--- src/verilog/apms_pkg.sv ---
// Constants, field layouts and state types of the converter power-mode sequencer.
// Assumes a 100 MHz system clock; all times below are converted to cycles of it.

package apms_pkg;

  // ---------------------------------------------------------------
  // Clock and times
  // ---------------------------------------------------------------
  localparam int CLK_MHZ       = 100;
  localparam int T_FAST_NS     = 1000;      // Fast wake
  localparam int T_REF_NS      = 30000;     // Reference only, no cap to charge
  localparam int T_COLD_NS     = 182000;    // Reference plus cap charge
  localparam int T_CONV_NS     = 2300;      // Conversion
  localparam int T_LONG_PD_NS  = 1000000;   // Full power-down treated as long
  localparam int NS_PER_US     = 1000;
  // Least times round up to whole cycles
  localparam int FAST_CYC      = (T_FAST_NS * CLK_MHZ + NS_PER_US - 1) / NS_PER_US;
  localparam int REF_CYC       = (T_REF_NS * CLK_MHZ + NS_PER_US - 1) / NS_PER_US;
  localparam int COLD_CYC      = (T_COLD_NS * CLK_MHZ + NS_PER_US - 1) / NS_PER_US;
  localparam int CONV_CYC      = (T_CONV_NS * CLK_MHZ + NS_PER_US - 1) / NS_PER_US;
  localparam int LONG_PD_CYC   = (T_LONG_PD_NS * CLK_MHZ + NS_PER_US - 1) / NS_PER_US;
  localparam int TMR_W         = 17;

  // ---------------------------------------------------------------
  // Control word and serial frame
  // ---------------------------------------------------------------
  localparam int CTRL_W        = 10;
  localparam int PD_HI_BIT     = 8;
  localparam int PD_LO_BIT     = 7;
  localparam int EXT_REF_BIT   = 0;
  localparam logic [CTRL_W-1:0] CTRL_RST = 10'h000;
  localparam int RESULT_W      = 10;
  localparam int FRAME_W       = 16;
  localparam logic [3:0] RD_LAST_EDGE = 4'hB;   // Output released on this edge
  localparam logic [3:0] WR_UPD_EDGE  = 4'hD;   // Control word taken on this edge
  localparam logic [1:0] MODE_UP   = 2'h3;
  localparam logic [1:0] MODE_DOWN = 2'h0;
  localparam logic [1:0] MODE_PART = 2'h1;
  localparam logic [1:0] MODE_FULL = 2'h2;

  // ---------------------------------------------------------------
  // Register map
  // ---------------------------------------------------------------
  localparam int ADDR_W        = 8;
  localparam logic [ADDR_W-1:0] CTRL_OFS   = 8'h00;
  localparam logic [ADDR_W-1:0] STATUS_OFS = 8'h04;
  localparam logic [ADDR_W-1:0] RESULT_OFS = 8'h08;
  localparam logic [1:0] RESP_OKAY   = 2'h0;
  localparam logic [1:0] RESP_SLVERR = 2'h2;

  typedef enum logic [2:0] {PS_OFF, PS_FULL_PD, PS_PART_PD, PS_WAKE, PS_READY, PS_CONV} apms_pwr_type;

endpackage : apms_pkg

--- src/verilog/apms_sequencer.sv ---
// Power-mode and conversion sequencer with framed serial port and register slave.
// Assumes adc_code comes from the converter core on clk; all pins are asynchronous.
//
// Implementation choices: register access over AXI4-Lite and the address map.
`timescale 1ns/1ps

module apms_sequencer
  import apms_pkg::*;
#(
  parameter int COLD_WAKE_CYC = COLD_CYC,
  parameter int LONG_PD_LIMIT = LONG_PD_CYC
) (
  // Clock and reset
  input  wire logic                clk,
  input  wire logic                rstn,
  // Converter pins
  input  wire logic                convert_strobe_n,
  input  wire logic                sclk,
  input  wire logic                read_frame_sync,
  input  wire logic                write_frame_sync,
  input  wire logic                din,
  output logic                     dout,
  output logic                     dout_en_n,
  // Converter core
  input  wire logic [RESULT_W-1:0] adc_code,
  output logic                     main_power_on,
  output logic                     ref_power_on,
  output logic                     sample_hold,
  // AXI4-Lite write
  input  wire logic [ADDR_W-1:0]   s_axi_awaddr,
  input  wire logic                s_axi_awvalid,
  output logic                     s_axi_awready,
  input  wire logic [31:0]         s_axi_wdata,
  input  wire logic [3:0]          s_axi_wstrb,
  input  wire logic                s_axi_wvalid,
  output logic                     s_axi_wready,
  output logic [1:0]               s_axi_bresp,
  output logic                     s_axi_bvalid,
  input  wire logic                s_axi_bready,
  // AXI4-Lite read
  input  wire logic [ADDR_W-1:0]   s_axi_araddr,
  input  wire logic                s_axi_arvalid,
  output logic                     s_axi_arready,
  output logic [31:0]              s_axi_rdata,
  output logic [1:0]               s_axi_rresp,
  output logic                     s_axi_rvalid,
  input  wire logic                s_axi_rready
);

  // ---------------------------------------------------------------
  // State
  // ---------------------------------------------------------------
  localparam logic [TMR_W-1:0] FAST_LD = TMR_W'(FAST_CYC - 1);
  localparam logic [TMR_W-1:0] REF_LD  = TMR_W'(REF_CYC - 1);
  localparam logic [TMR_W-1:0] COLD_LD = TMR_W'(COLD_WAKE_CYC - 1);
  localparam logic [TMR_W-1:0] CONV_LD = TMR_W'(CONV_CYC - 1);
  localparam logic [TMR_W-1:0] LONG_PD = TMR_W'(LONG_PD_LIMIT);

  typedef struct packed {
    logic [2:0]          cs_sync;
    logic [2:0]          sck_sync;
    logic [2:0]          rfs_sync;
    logic [2:0]          tfs_sync;
    logic [1:0]          din_sync;
    apms_pwr_type        pwr;
    logic [TMR_W-1:0]    timer;
    logic [TMR_W-1:0]    pd_time;
    logic                cold;
    logic                conv_pend;
    logic [CTRL_W-1:0]   ctrl;
    logic [RESULT_W-1:0] result;
    logic [FRAME_W-1:0]  out_shift;
    logic                load_pend;
    logic                rd_arm;
    logic [3:0]          rd_cnt;
    logic                dout;
    logic                dout_en_n;
    logic                wr_arm;
    logic [3:0]          wr_rise;
    logic [3:0]          wr_fall;
    logic [CTRL_W-1:0]   wr_bits;
    logic                main_on;
    logic                ref_on;
    logic                hold;
    logic                awready;
    logic                wready;
    logic                aw_got;
    logic                w_got;
    logic [ADDR_W-1:0]   aw_addr;
    logic [31:0]         wdata;
    logic [3:0]          wstrb;
    logic                bvalid;
    logic [1:0]          bresp;
    logic                arready;
    logic                rvalid;
    logic [31:0]         rdata;
    logic [1:0]          rresp;
  } apms_state_type;

  apms_state_type st;
  apms_state_type next_st;

  // Wake time from the state being left
  function automatic logic [TMR_W-1:0] wake_load(input apms_pwr_type from, input logic [1:0] mode,
                                                 input logic ext, input logic cold);
    if (ext || from == PS_PART_PD)
      wake_load = FAST_LD;
    else if (cold && mode == MODE_PART)
      wake_load = REF_LD;
    else if (cold)
      wake_load = COLD_LD;
    else
      wake_load = FAST_LD;
  endfunction

  // ---------------------------------------------------------------
  // Next state
  // ---------------------------------------------------------------
  logic                cs_level;
  logic                cs_rise;
  logic                cs_fall;
  logic                sck_rise;
  logic                sck_fall;
  logic                rfs_rise;
  logic                tfs_fall;
  logic [1:0]          mode;
  logic                ext_ref;
  logic                ctrl_wr;
  logic [CTRL_W-1:0]   ctrl_new;
  logic                conv_end;
  logic [31:0]         rd_word;
  logic                rd_hit;

  always_comb begin
    next_st = st;
    // Two flops ahead of any edge detection; third stage only delays
    next_st.cs_sync  = {st.cs_sync[1:0], convert_strobe_n};
    next_st.sck_sync = {st.sck_sync[1:0], sclk};
    next_st.rfs_sync = {st.rfs_sync[1:0], read_frame_sync};
    next_st.tfs_sync = {st.tfs_sync[1:0], write_frame_sync};
    next_st.din_sync = {st.din_sync[0], din};
    cs_level = st.cs_sync[1];
    cs_rise  = st.cs_sync[1] & ~st.cs_sync[2];
    cs_fall  = ~st.cs_sync[1] & st.cs_sync[2];
    sck_rise = st.sck_sync[1] & ~st.sck_sync[2];
    sck_fall = ~st.sck_sync[1] & st.sck_sync[2];
    rfs_rise = st.rfs_sync[1] & ~st.rfs_sync[2];
    tfs_fall = ~st.tfs_sync[1] & st.tfs_sync[2];
    mode     = {st.ctrl[PD_HI_BIT], st.ctrl[PD_LO_BIT]};
    ext_ref  = st.ctrl[EXT_REF_BIT];
    ctrl_wr  = 1'b0;
    ctrl_new = st.ctrl;
    conv_end = 1'b0;
    rd_word  = 32'h0000_0000;
    rd_hit   = 1'b1;

    // Serial read: counter armed by sync rise, works in every power state
    if (rfs_rise) begin
      next_st.rd_arm    = 1'b1;
      next_st.rd_cnt    = 4'h0;
      next_st.dout_en_n = 1'b1;
    end else if (st.rd_arm && sck_rise) begin
      if (st.rd_cnt == RD_LAST_EDGE - 4'h1) begin
        next_st.dout_en_n = 1'b1;
        next_st.rd_arm    = 1'b0;
        next_st.rd_cnt    = 4'h0;
      end else begin
        next_st.dout      = st.out_shift[4'(FRAME_W - 1) - st.rd_cnt];
        next_st.dout_en_n = 1'b0;
        next_st.rd_cnt    = st.rd_cnt + 4'h1;
      end
    end

    // Serial write: bits on falling edges, word taken on a rising edge count
    if (tfs_fall) begin
      next_st.wr_arm  = 1'b1;
      next_st.wr_rise = 4'h0;
      next_st.wr_fall = 4'h0;
      next_st.wr_bits = CTRL_RST;
    end else if (st.wr_arm) begin
      if (sck_fall && st.wr_fall < 4'(CTRL_W)) begin
        next_st.wr_bits[4'(CTRL_W - 1) - st.wr_fall] = st.din_sync[1];
        next_st.wr_fall = st.wr_fall + 4'h1;
      end
      if (sck_rise) begin
        next_st.wr_rise = st.wr_rise + 4'h1;
        if (st.wr_rise == WR_UPD_EDGE - 4'h1) begin
          ctrl_wr        = 1'b1;
          ctrl_new       = st.wr_bits;
          next_st.wr_arm = 1'b0;
        end
      end
    end

    // AXI write channels, taken in either order
    if (s_axi_awvalid && st.awready) begin
      next_st.aw_got  = 1'b1;
      next_st.aw_addr = s_axi_awaddr;
    end
    if (s_axi_wvalid && st.wready) begin
      next_st.w_got = 1'b1;
      next_st.wdata = s_axi_wdata;
      next_st.wstrb = s_axi_wstrb;
    end
    if (st.bvalid && s_axi_bready)
      next_st.bvalid = 1'b0;
    if (st.aw_got && st.w_got && !st.bvalid) begin
      next_st.aw_got = 1'b0;
      next_st.w_got  = 1'b0;
      next_st.bvalid = 1'b1;
      next_st.bresp  = RESP_OKAY;
      if (st.aw_addr == CTRL_OFS) begin
        // A serial update in the same cycle takes precedence
        if (!ctrl_wr) begin
          ctrl_wr = 1'b1;
          if (st.wstrb[0])
            ctrl_new[7:0] = st.wdata[7:0];
          if (st.wstrb[1])
            ctrl_new[CTRL_W-1:8] = st.wdata[CTRL_W-1:8];
        end
      end else if (st.aw_addr != STATUS_OFS && st.aw_addr != RESULT_OFS) begin
        next_st.bresp = RESP_SLVERR;
      end
    end
    next_st.awready = !next_st.aw_got && !next_st.bvalid;
    next_st.wready  = !next_st.w_got && !next_st.bvalid;

    // AXI read
    unique case (s_axi_araddr)
      CTRL_OFS:   rd_word = 32'(st.ctrl);
      STATUS_OFS: rd_word = 32'({st.cold, st.load_pend, ~st.dout_en_n, st.conv_pend, st.pwr});
      RESULT_OFS: rd_word = 32'(st.result);
      default:    rd_hit  = 1'b0;
    endcase
    if (st.rvalid && s_axi_rready)
      next_st.rvalid = 1'b0;
    if (s_axi_arvalid && st.arready) begin
      next_st.rvalid = 1'b1;
      next_st.rdata  = rd_word;
      next_st.rresp  = rd_hit ? RESP_OKAY : RESP_SLVERR;
    end
    next_st.arready = !next_st.rvalid;

    if (ctrl_wr)
      next_st.ctrl = ctrl_new;

    // Long full power-down lets the reference cap drain
    if (st.pwr == PS_FULL_PD && !ext_ref) begin
      if (st.pd_time >= LONG_PD)
        next_st.cold = 1'b1;
      else
        next_st.pd_time = st.pd_time + TMR_W'(1);
    end else begin
      next_st.pd_time = '0;
    end

    // Power and conversion sequencing; timer counts system clocks
    if (st.timer != '0)
      next_st.timer = st.timer - TMR_W'(1);
    unique case (st.pwr)
      PS_OFF: begin
        // Low-current until both power bits are written set
        if (mode == MODE_UP) begin
          next_st.pwr   = PS_WAKE;
          next_st.timer = wake_load(st.pwr, mode, ext_ref, st.cold);
        end
      end
      PS_FULL_PD, PS_PART_PD: begin
        if (mode == MODE_UP || ((mode == MODE_FULL || mode == MODE_PART) && cs_rise)) begin
          next_st.pwr   = PS_WAKE;
          next_st.timer = wake_load(st.pwr, mode, ext_ref, st.cold);
        end else if (mode == MODE_DOWN) begin
          next_st.pwr = PS_FULL_PD;
        end
      end
      PS_WAKE: begin
        if (cs_fall)
          next_st.conv_pend = 1'b1;
        if (mode == MODE_DOWN) begin
          next_st.pwr       = PS_FULL_PD;
          next_st.conv_pend = 1'b0;
        end else if (st.timer == '0) begin
          next_st.cold = 1'b0;
          if (st.conv_pend || cs_fall) begin
            next_st.pwr       = PS_CONV;
            next_st.timer     = CONV_LD;
            next_st.conv_pend = 1'b0;
          end else begin
            next_st.pwr = PS_READY;
          end
        end
      end
      PS_READY: begin
        if (mode == MODE_DOWN) begin
          next_st.pwr = PS_FULL_PD;
        end else if (cs_fall) begin
          next_st.pwr   = PS_CONV;
          next_st.timer = CONV_LD;
        end
      end
      PS_CONV: begin
        if (st.timer == '0) begin
          conv_end       = 1'b1;
          next_st.result = adc_code;
          // In the full and partial power-down settings the strobe level at this moment picks the mode
          if (mode == MODE_UP)
            next_st.pwr = PS_READY;
          else if (mode == MODE_DOWN)
            next_st.pwr = PS_FULL_PD;
          else if (cs_level)
            next_st.pwr = PS_READY;
          else if (mode == MODE_FULL)
            next_st.pwr = PS_FULL_PD;
          else
            next_st.pwr = PS_PART_PD;
        end
      end
      default: next_st.pwr = PS_OFF;
    endcase

    // Result reaches the shift register only between reads
    if (conv_end && !st.dout_en_n) begin
      next_st.load_pend = 1'b1;
    end else if (conv_end) begin
      next_st.out_shift = {adc_code, {(FRAME_W - RESULT_W){1'b0}}};
    end else if (st.load_pend && next_st.dout_en_n) begin
      next_st.load_pend = 1'b0;
      next_st.out_shift = {st.result, {(FRAME_W - RESULT_W){1'b0}}};
    end

    // Analog enables follow the power state
    next_st.main_on = next_st.pwr == PS_WAKE || next_st.pwr == PS_READY || next_st.pwr == PS_CONV;
    next_st.ref_on  = !next_st.ctrl[EXT_REF_BIT] && (next_st.main_on || next_st.pwr == PS_PART_PD);
    next_st.hold    = next_st.pwr == PS_CONV;
  end

  // ---------------------------------------------------------------
  // Registers
  // ---------------------------------------------------------------
  // Strobe and write-sync stages reset released high so no false edge is seen after reset
  always_ff @(posedge clk) begin
    if (!rstn) begin
      st           <= '0;
      st.pwr       <= PS_OFF;
      st.ctrl      <= CTRL_RST;
      st.cold      <= 1'b1;
      st.dout_en_n <= 1'b1;
      st.cs_sync   <= 3'h7;
      st.tfs_sync  <= 3'h7;
    end else begin
      st <= next_st;
    end
  end

  // ---------------------------------------------------------------
  // Outputs
  // ---------------------------------------------------------------
  assign dout          = st.dout;
  assign dout_en_n     = st.dout_en_n;
  assign main_power_on = st.main_on;
  assign ref_power_on  = st.ref_on;
  assign sample_hold   = st.hold;
  assign s_axi_awready = st.awready;
  assign s_axi_wready  = st.wready;
  assign s_axi_bresp   = st.bresp;
  assign s_axi_bvalid  = st.bvalid;
  assign s_axi_arready = st.arready;
  assign s_axi_rdata   = st.rdata;
  assign s_axi_rresp   = st.rresp;
  assign s_axi_rvalid  = st.rvalid;

endmodule // apms_sequencer

--- config.mk ---
export PLATFORM = sky130hd
export DESIGN_NAME = apms_sequencer
export DESIGN_NICKNAME = d
export VERILOG_FILES = /design/src/verilog/apms_pkg.sv /design/src/verilog/apms_sequencer.sv
export SDC_FILE = /design/constraint.sdc
export NUM_CORES = 1
export LEC_CHECK = 0
export BUFFER_PORTS_ARGS = -buffer_cell sky130_fd_sc_hd__buf_2
export CORE_MARGIN = 2
export CORE_UTILIZATION = 35
export DETAILED_ROUTE_END_ITERATION = 6
export PLACE_DENSITY = 0.65
export SYNTH_ARGS = -nofsm -noshare
export SYNTH_HDL_FRONTEND = slang
export SYNTH_SLANG_ARGS = --single-unit
--- constraint.sdc ---
create_clock -name clk -period 7 [get_ports clk]
set_input_delay 1.4 -clock clk [delete_from_list [all_inputs] [get_ports clk]]
set_output_delay 1.4 -clock clk [all_outputs]
set_load 0.02 [all_outputs]
==> Flow_metrics.wiki <==
{| class="wikitable"
! Metric !! Value
|-
| Start point of the worst hold path || next_st[204]
|-
| Post-cts hold buffer count || 0
|-
| Run status || finished clean
|-
| Syn Area/Cell || 8.58 um2
|-
| All-layer global routing usage || approximately 15%
|-
| Critical path required time || between 7 and 8 ns
|-
| Count of TritonRoute iterations in the first routing pass || 5
|-
| Post-Place Worst Slack || between 3 and 4 ns
|-
| Worst-case vdd ir drop || about 0.00018 V
|-
| Post-synthesis cell type with the largest combined area || sky130_fd_sc_hd__dfxtp_1
|-
| Setup violation total in the final timing report || 0
|-
| Worst setup margin || roughly 3.9 ns
|-
| Final routed DRC violation total || 0
|-
| Synth unique cells || between 60 and 70
|-
| Met1 wire length || between 8000 and 9000 um
|-
| Critical register-to-register path startpoint || st[172]
|-
| CP startpoint kind || primary input
|-
| Number of buffers added for setup after CTS || 0
|-
| Core box area || between 20000 and 25000 um2
|-
| Sequential share of the synthesized area || approximately two fifths
|-
| Initial detailed-routing violation count || 387
|-
| Class of the tightest hold or removal check || reg -> reg
|-
| Post-DRT Antenna Nets || 0
|-
| Final Slew Violations || 0
|-
| Input/output buffers || 71
|-
| Die area || 22300 um2
|-
| Number of standard-cell rows in the floorplan || 53
|-
| Largest cells by area after synthesis || sky130_fd_sc_hd__dfxtp_1 41%, sky130_fd_sc_hd__nand2_1 5.1%, sky130_fd_sc_hd__a21oi_1 4.1%
|-
| H-Tree Depth || 4
|-
| Combined area of the multi-input logic cells || 3860 um2
|-
| Average via count per standard cell || between 5 and 6
|-
| Vertical extent of the die || 149 um
|-
| Wire length of the first global-routing pass || 27500 um
|-
| Sequential cell area || between 3000 and 4000 um2
|-
| Uppermost layer routed || met4
|-
| Worst hold slack || approximately 0.40 ns
|-
| Number of global-route vias before repair || between 5000 and 6000
|-
| Clock Pin Slew Worst Setup and Hold Paths || 0.06 ns
|-
| Boundary pin count || 120
|-
| Final critical path time including I/O delays and setup || 3.10 ns
|-
| Wire length on met3 || 607 um
|-
| Number of register bits inferred by synthesis || about 150
|-
| Tcrit/Tclk final || between 40% and 50%
|-
| GRT Residual Overflow || 0
|-
| Number of buffers inserted during clock tree synthesis || 17
|-
| Power Dens Cells || between 200 and 300 nW/um2
|-
| Crit-path cells || buf_2, or4_1, or4_1, a21oi_1, a22oi_1, nor2_1
|-
| Number of hold-slack violations in the final timing report || 0
|-
| TritonCTS clock tree || yes
|-
| CTS root buf || sky130_fd_sc_hd__clkbuf_16
|-
| Critical Setup Path Class || in -> reg
|-
| Synth warn || 0
|-
| Cells after synthesis || 860
|-
| Relative slew margins || slightly above 30%
|-
| Largest clock skew in the final design || slightly above 0.008 ns
|-
| Fraction of post-synthesis cell area in the top cell type by area || approximately two fifths
|-
| Post-layout total power || about 2.3 mW
|-
| Number of antenna violations at the first check in global routing || 0
|-
| Worst reg2reg path depth || 7
|-
| Total wire length || around 17000 um
|-
| Kind of end point of the critical path || flop
|-
| EDFF count, synth || 0
|-
| Min-Delay Endpoint || cs_level
|-
| Wire length per cell after detailed routing || around 14 um
|-
| Post-detail-place hpwl || approximately 12000 um
|-
| Number of fill cells || 2146
|-
| Library cell appearing most often on the critical path || sky130_fd_sc_hd__or4_1
|-
| Crit path arrival time || 3.45 ns
|-
| Initial standard-cell utilization of the core || between 30% and 40%
|-
| Highest cell delay on the worst timing path || 0.66 ns
|-
| Deepest clock path buffer count || 2
|-
| NumNets Final || about 990
|-
| Met2 Routed Length || approximately 7600 um
|-
| GP Congestion || 0.811
|-
| Worst flop-to-flop path endpoint || st[132]
|-
| Count of placed standard cells in the final layout, fillers left out || roughly 1200
|-
| Total number of clock tree sinks || 152
|-
| Worst path slowest cell || sky130_fd_sc_hd__a21oi_1
|-
| Top FF cell, synth || sky130_fd_sc_hd__dfxtp_1
|-
| Maximum fanout along the worst path || 8
|-
| Post-Route Setup TNS || 0 ns
|-
| Worst hold stages || 1
|-
| Mapped Area || 7380 um2
|-
| Highest clock frequency the design can meet || approximately 0.32 GHz
|-
| Setup repair after global routing missed its margin || false
|-
| Largest net degree at the start of global routing || between 50 and 60
|-
| Post-synthesis async set-or-reset flop share || 0%
|-
| Number of gates resized after CTS || 0
|-
| Via count || roughly 5900
|-
| Leak || 3.40 nW
|-
| Flop2flop setup slack || 4.24 ns
|-
| Actual slew at the worst max-slew pin || around 1.0 ns
|-
| Placed cells || approximately 1200
|-
| Clock insertion delay at the later pin of the skew report || approximately 0.42 ns
|-
| Fraction of final layout cells sized beyond drive strength 1 || 16.4%
|-
| Final antenna diode count || 0
|-
| Post-synthesis to final-layout area growth || 12.9%
|-
| Number of max-cap violations || 0
|-
| Die span in x || between 100 and 150 um
|}
-- routing by layer --
| metal | track usage [%] | up-vias |
|---|---|---|
| met3 | 2.87 | 13 |
| li1 | - | 3029 |
| met4 | 5.33 | 0 |
| met1 | 21.6 | 2776 |
| met2 | 23.9 | 120 |
| met5 | 0 | - |
-- cell type report --
type                            instances  share of cell area [%]
Tap cell                              275                    4.13
Inverter                               28                    1.26
Sequential cell                       152                    36.5
Timing Repair Buffer                   74                    4.54
Clock buffer                           21                    5.53
Clock inverter                         11                    1.74
Multi-Input combinational cell        624                    46.3
-- placed cells by master, fill, tap and decap left out, drive strengths merged, types with 3 or more instances in the layout --
cell      count
mux2i        30
a21oi        61
a21boi       14
nand3        19
ha           16
a41o          4
nor4b         3
and3b         5
and2         22
nor2         72
or3           4
a211oi       12
mux2         11
clkinvlp      3
a31oi         9
nor2b         9
o21a         16
and3         16
buf          74
bufinv        3
nor3         21
nand2b       15
nor4          9
nand2       100
conb         24
clkinv        5
o31ai         6
nand3b        7
xnor2        16
o22ai         6
dfxtp       152
or4          12
xor2          6
clkbuf       21
a22oi        10
o21ai        26
inv          28
nand4        18
-- registers in the layout (all words and copies together) (netlist names), 2 cells and up, named ones only --
signal	count
next_st	8
mode	2
s_axi_rdata	10
st	108
-- cell usage after synthesis, types with 14 or more instances --
cell                       number
sky130_fd_sc_hd__nand4_1       18
sky130_fd_sc_hd__nand3_1       19
sky130_fd_sc_hd__a21boi_0      14
sky130_fd_sc_hd__xnor2_1       16
sky130_fd_sc_hd__nor3_1        21
sky130_fd_sc_hd__o21ai_0       26
sky130_fd_sc_hd__clkbuf_1      35
sky130_fd_sc_hd__dfxtp_1      152
sky130_fd_sc_hd__a21oi_1       61
sky130_fd_sc_hd__mux2i_1       30
sky130_fd_sc_hd__o21a_1        16
sky130_fd_sc_hd__inv_1         27
sky130_fd_sc_hd__nand2b_1      15
sky130_fd_sc_hd__nor2_1        72
sky130_fd_sc_hd__buf_4         36
sky130_fd_sc_hd__nand2_1      100
sky130_fd_sc_hd__ha_1          16
-- where the power goes --
| group | switching (mW) | total, mW | internal [mW] |
|---|---|---|---|
| Sequential | 0.0486 | 0.961 | 0.912 |
| Combinational | 0.239 | 0.406 | 0.167 |
| Clock | 0.360 | 0.939 | 0.579 |
| Total | 0.648 | 2.31 | 1.66 |
-- worst max-delay path: cells and delay by family --
| family | cells | cell delay (ns) |
|---|---|---|
| compound gates | 2 | 0.81 |
| buf+inv | 1 | 0.09 |
| simple gates | 3 | 1.15 |
-- per-stage QoR --
step	utilization (%)	instance area, um2
finish	39.9	8330
global route	39.9	8330
CTS	39.9	8330
detailed placement	37.0	7730
global placement	37.0	7730
floorplan	-	7470
-- worst max path at each step --
stage,start,to,cells past startpoint
3_5_place_dp,s_axi_araddr[0],s_axi_rdata[3],6
2_1_floorplan,s_axi_araddr[0],s_axi_rdata[0],5
5_1_grt,s_axi_araddr[0],s_axi_rdata[0],6
6_report,s_axi_araddr[0],s_axi_rdata[3],6
3_3_place_gp,s_axi_araddr[0],s_axi_rdata[6],6
4_1_cts,s_axi_araddr[0],s_axi_rdata[3],6
-- logic make-up after synthesis --
kind of cell             Yosys count  share of synthesized area [%]
other                              1                         0.0508
multiplexers                      43                           6.36
adder cells (fa/ha/maj)           16                           2.71
XOR/XNOR                          22                           2.61
flip-flops                       152                           41.2
AND/OR/NAND/NOR                  344                           24.2
AO/OA/AOI/OAI                    175                           15.1
buffers and inverters            107                           7.78
Power figures use the tool's default switching activity.
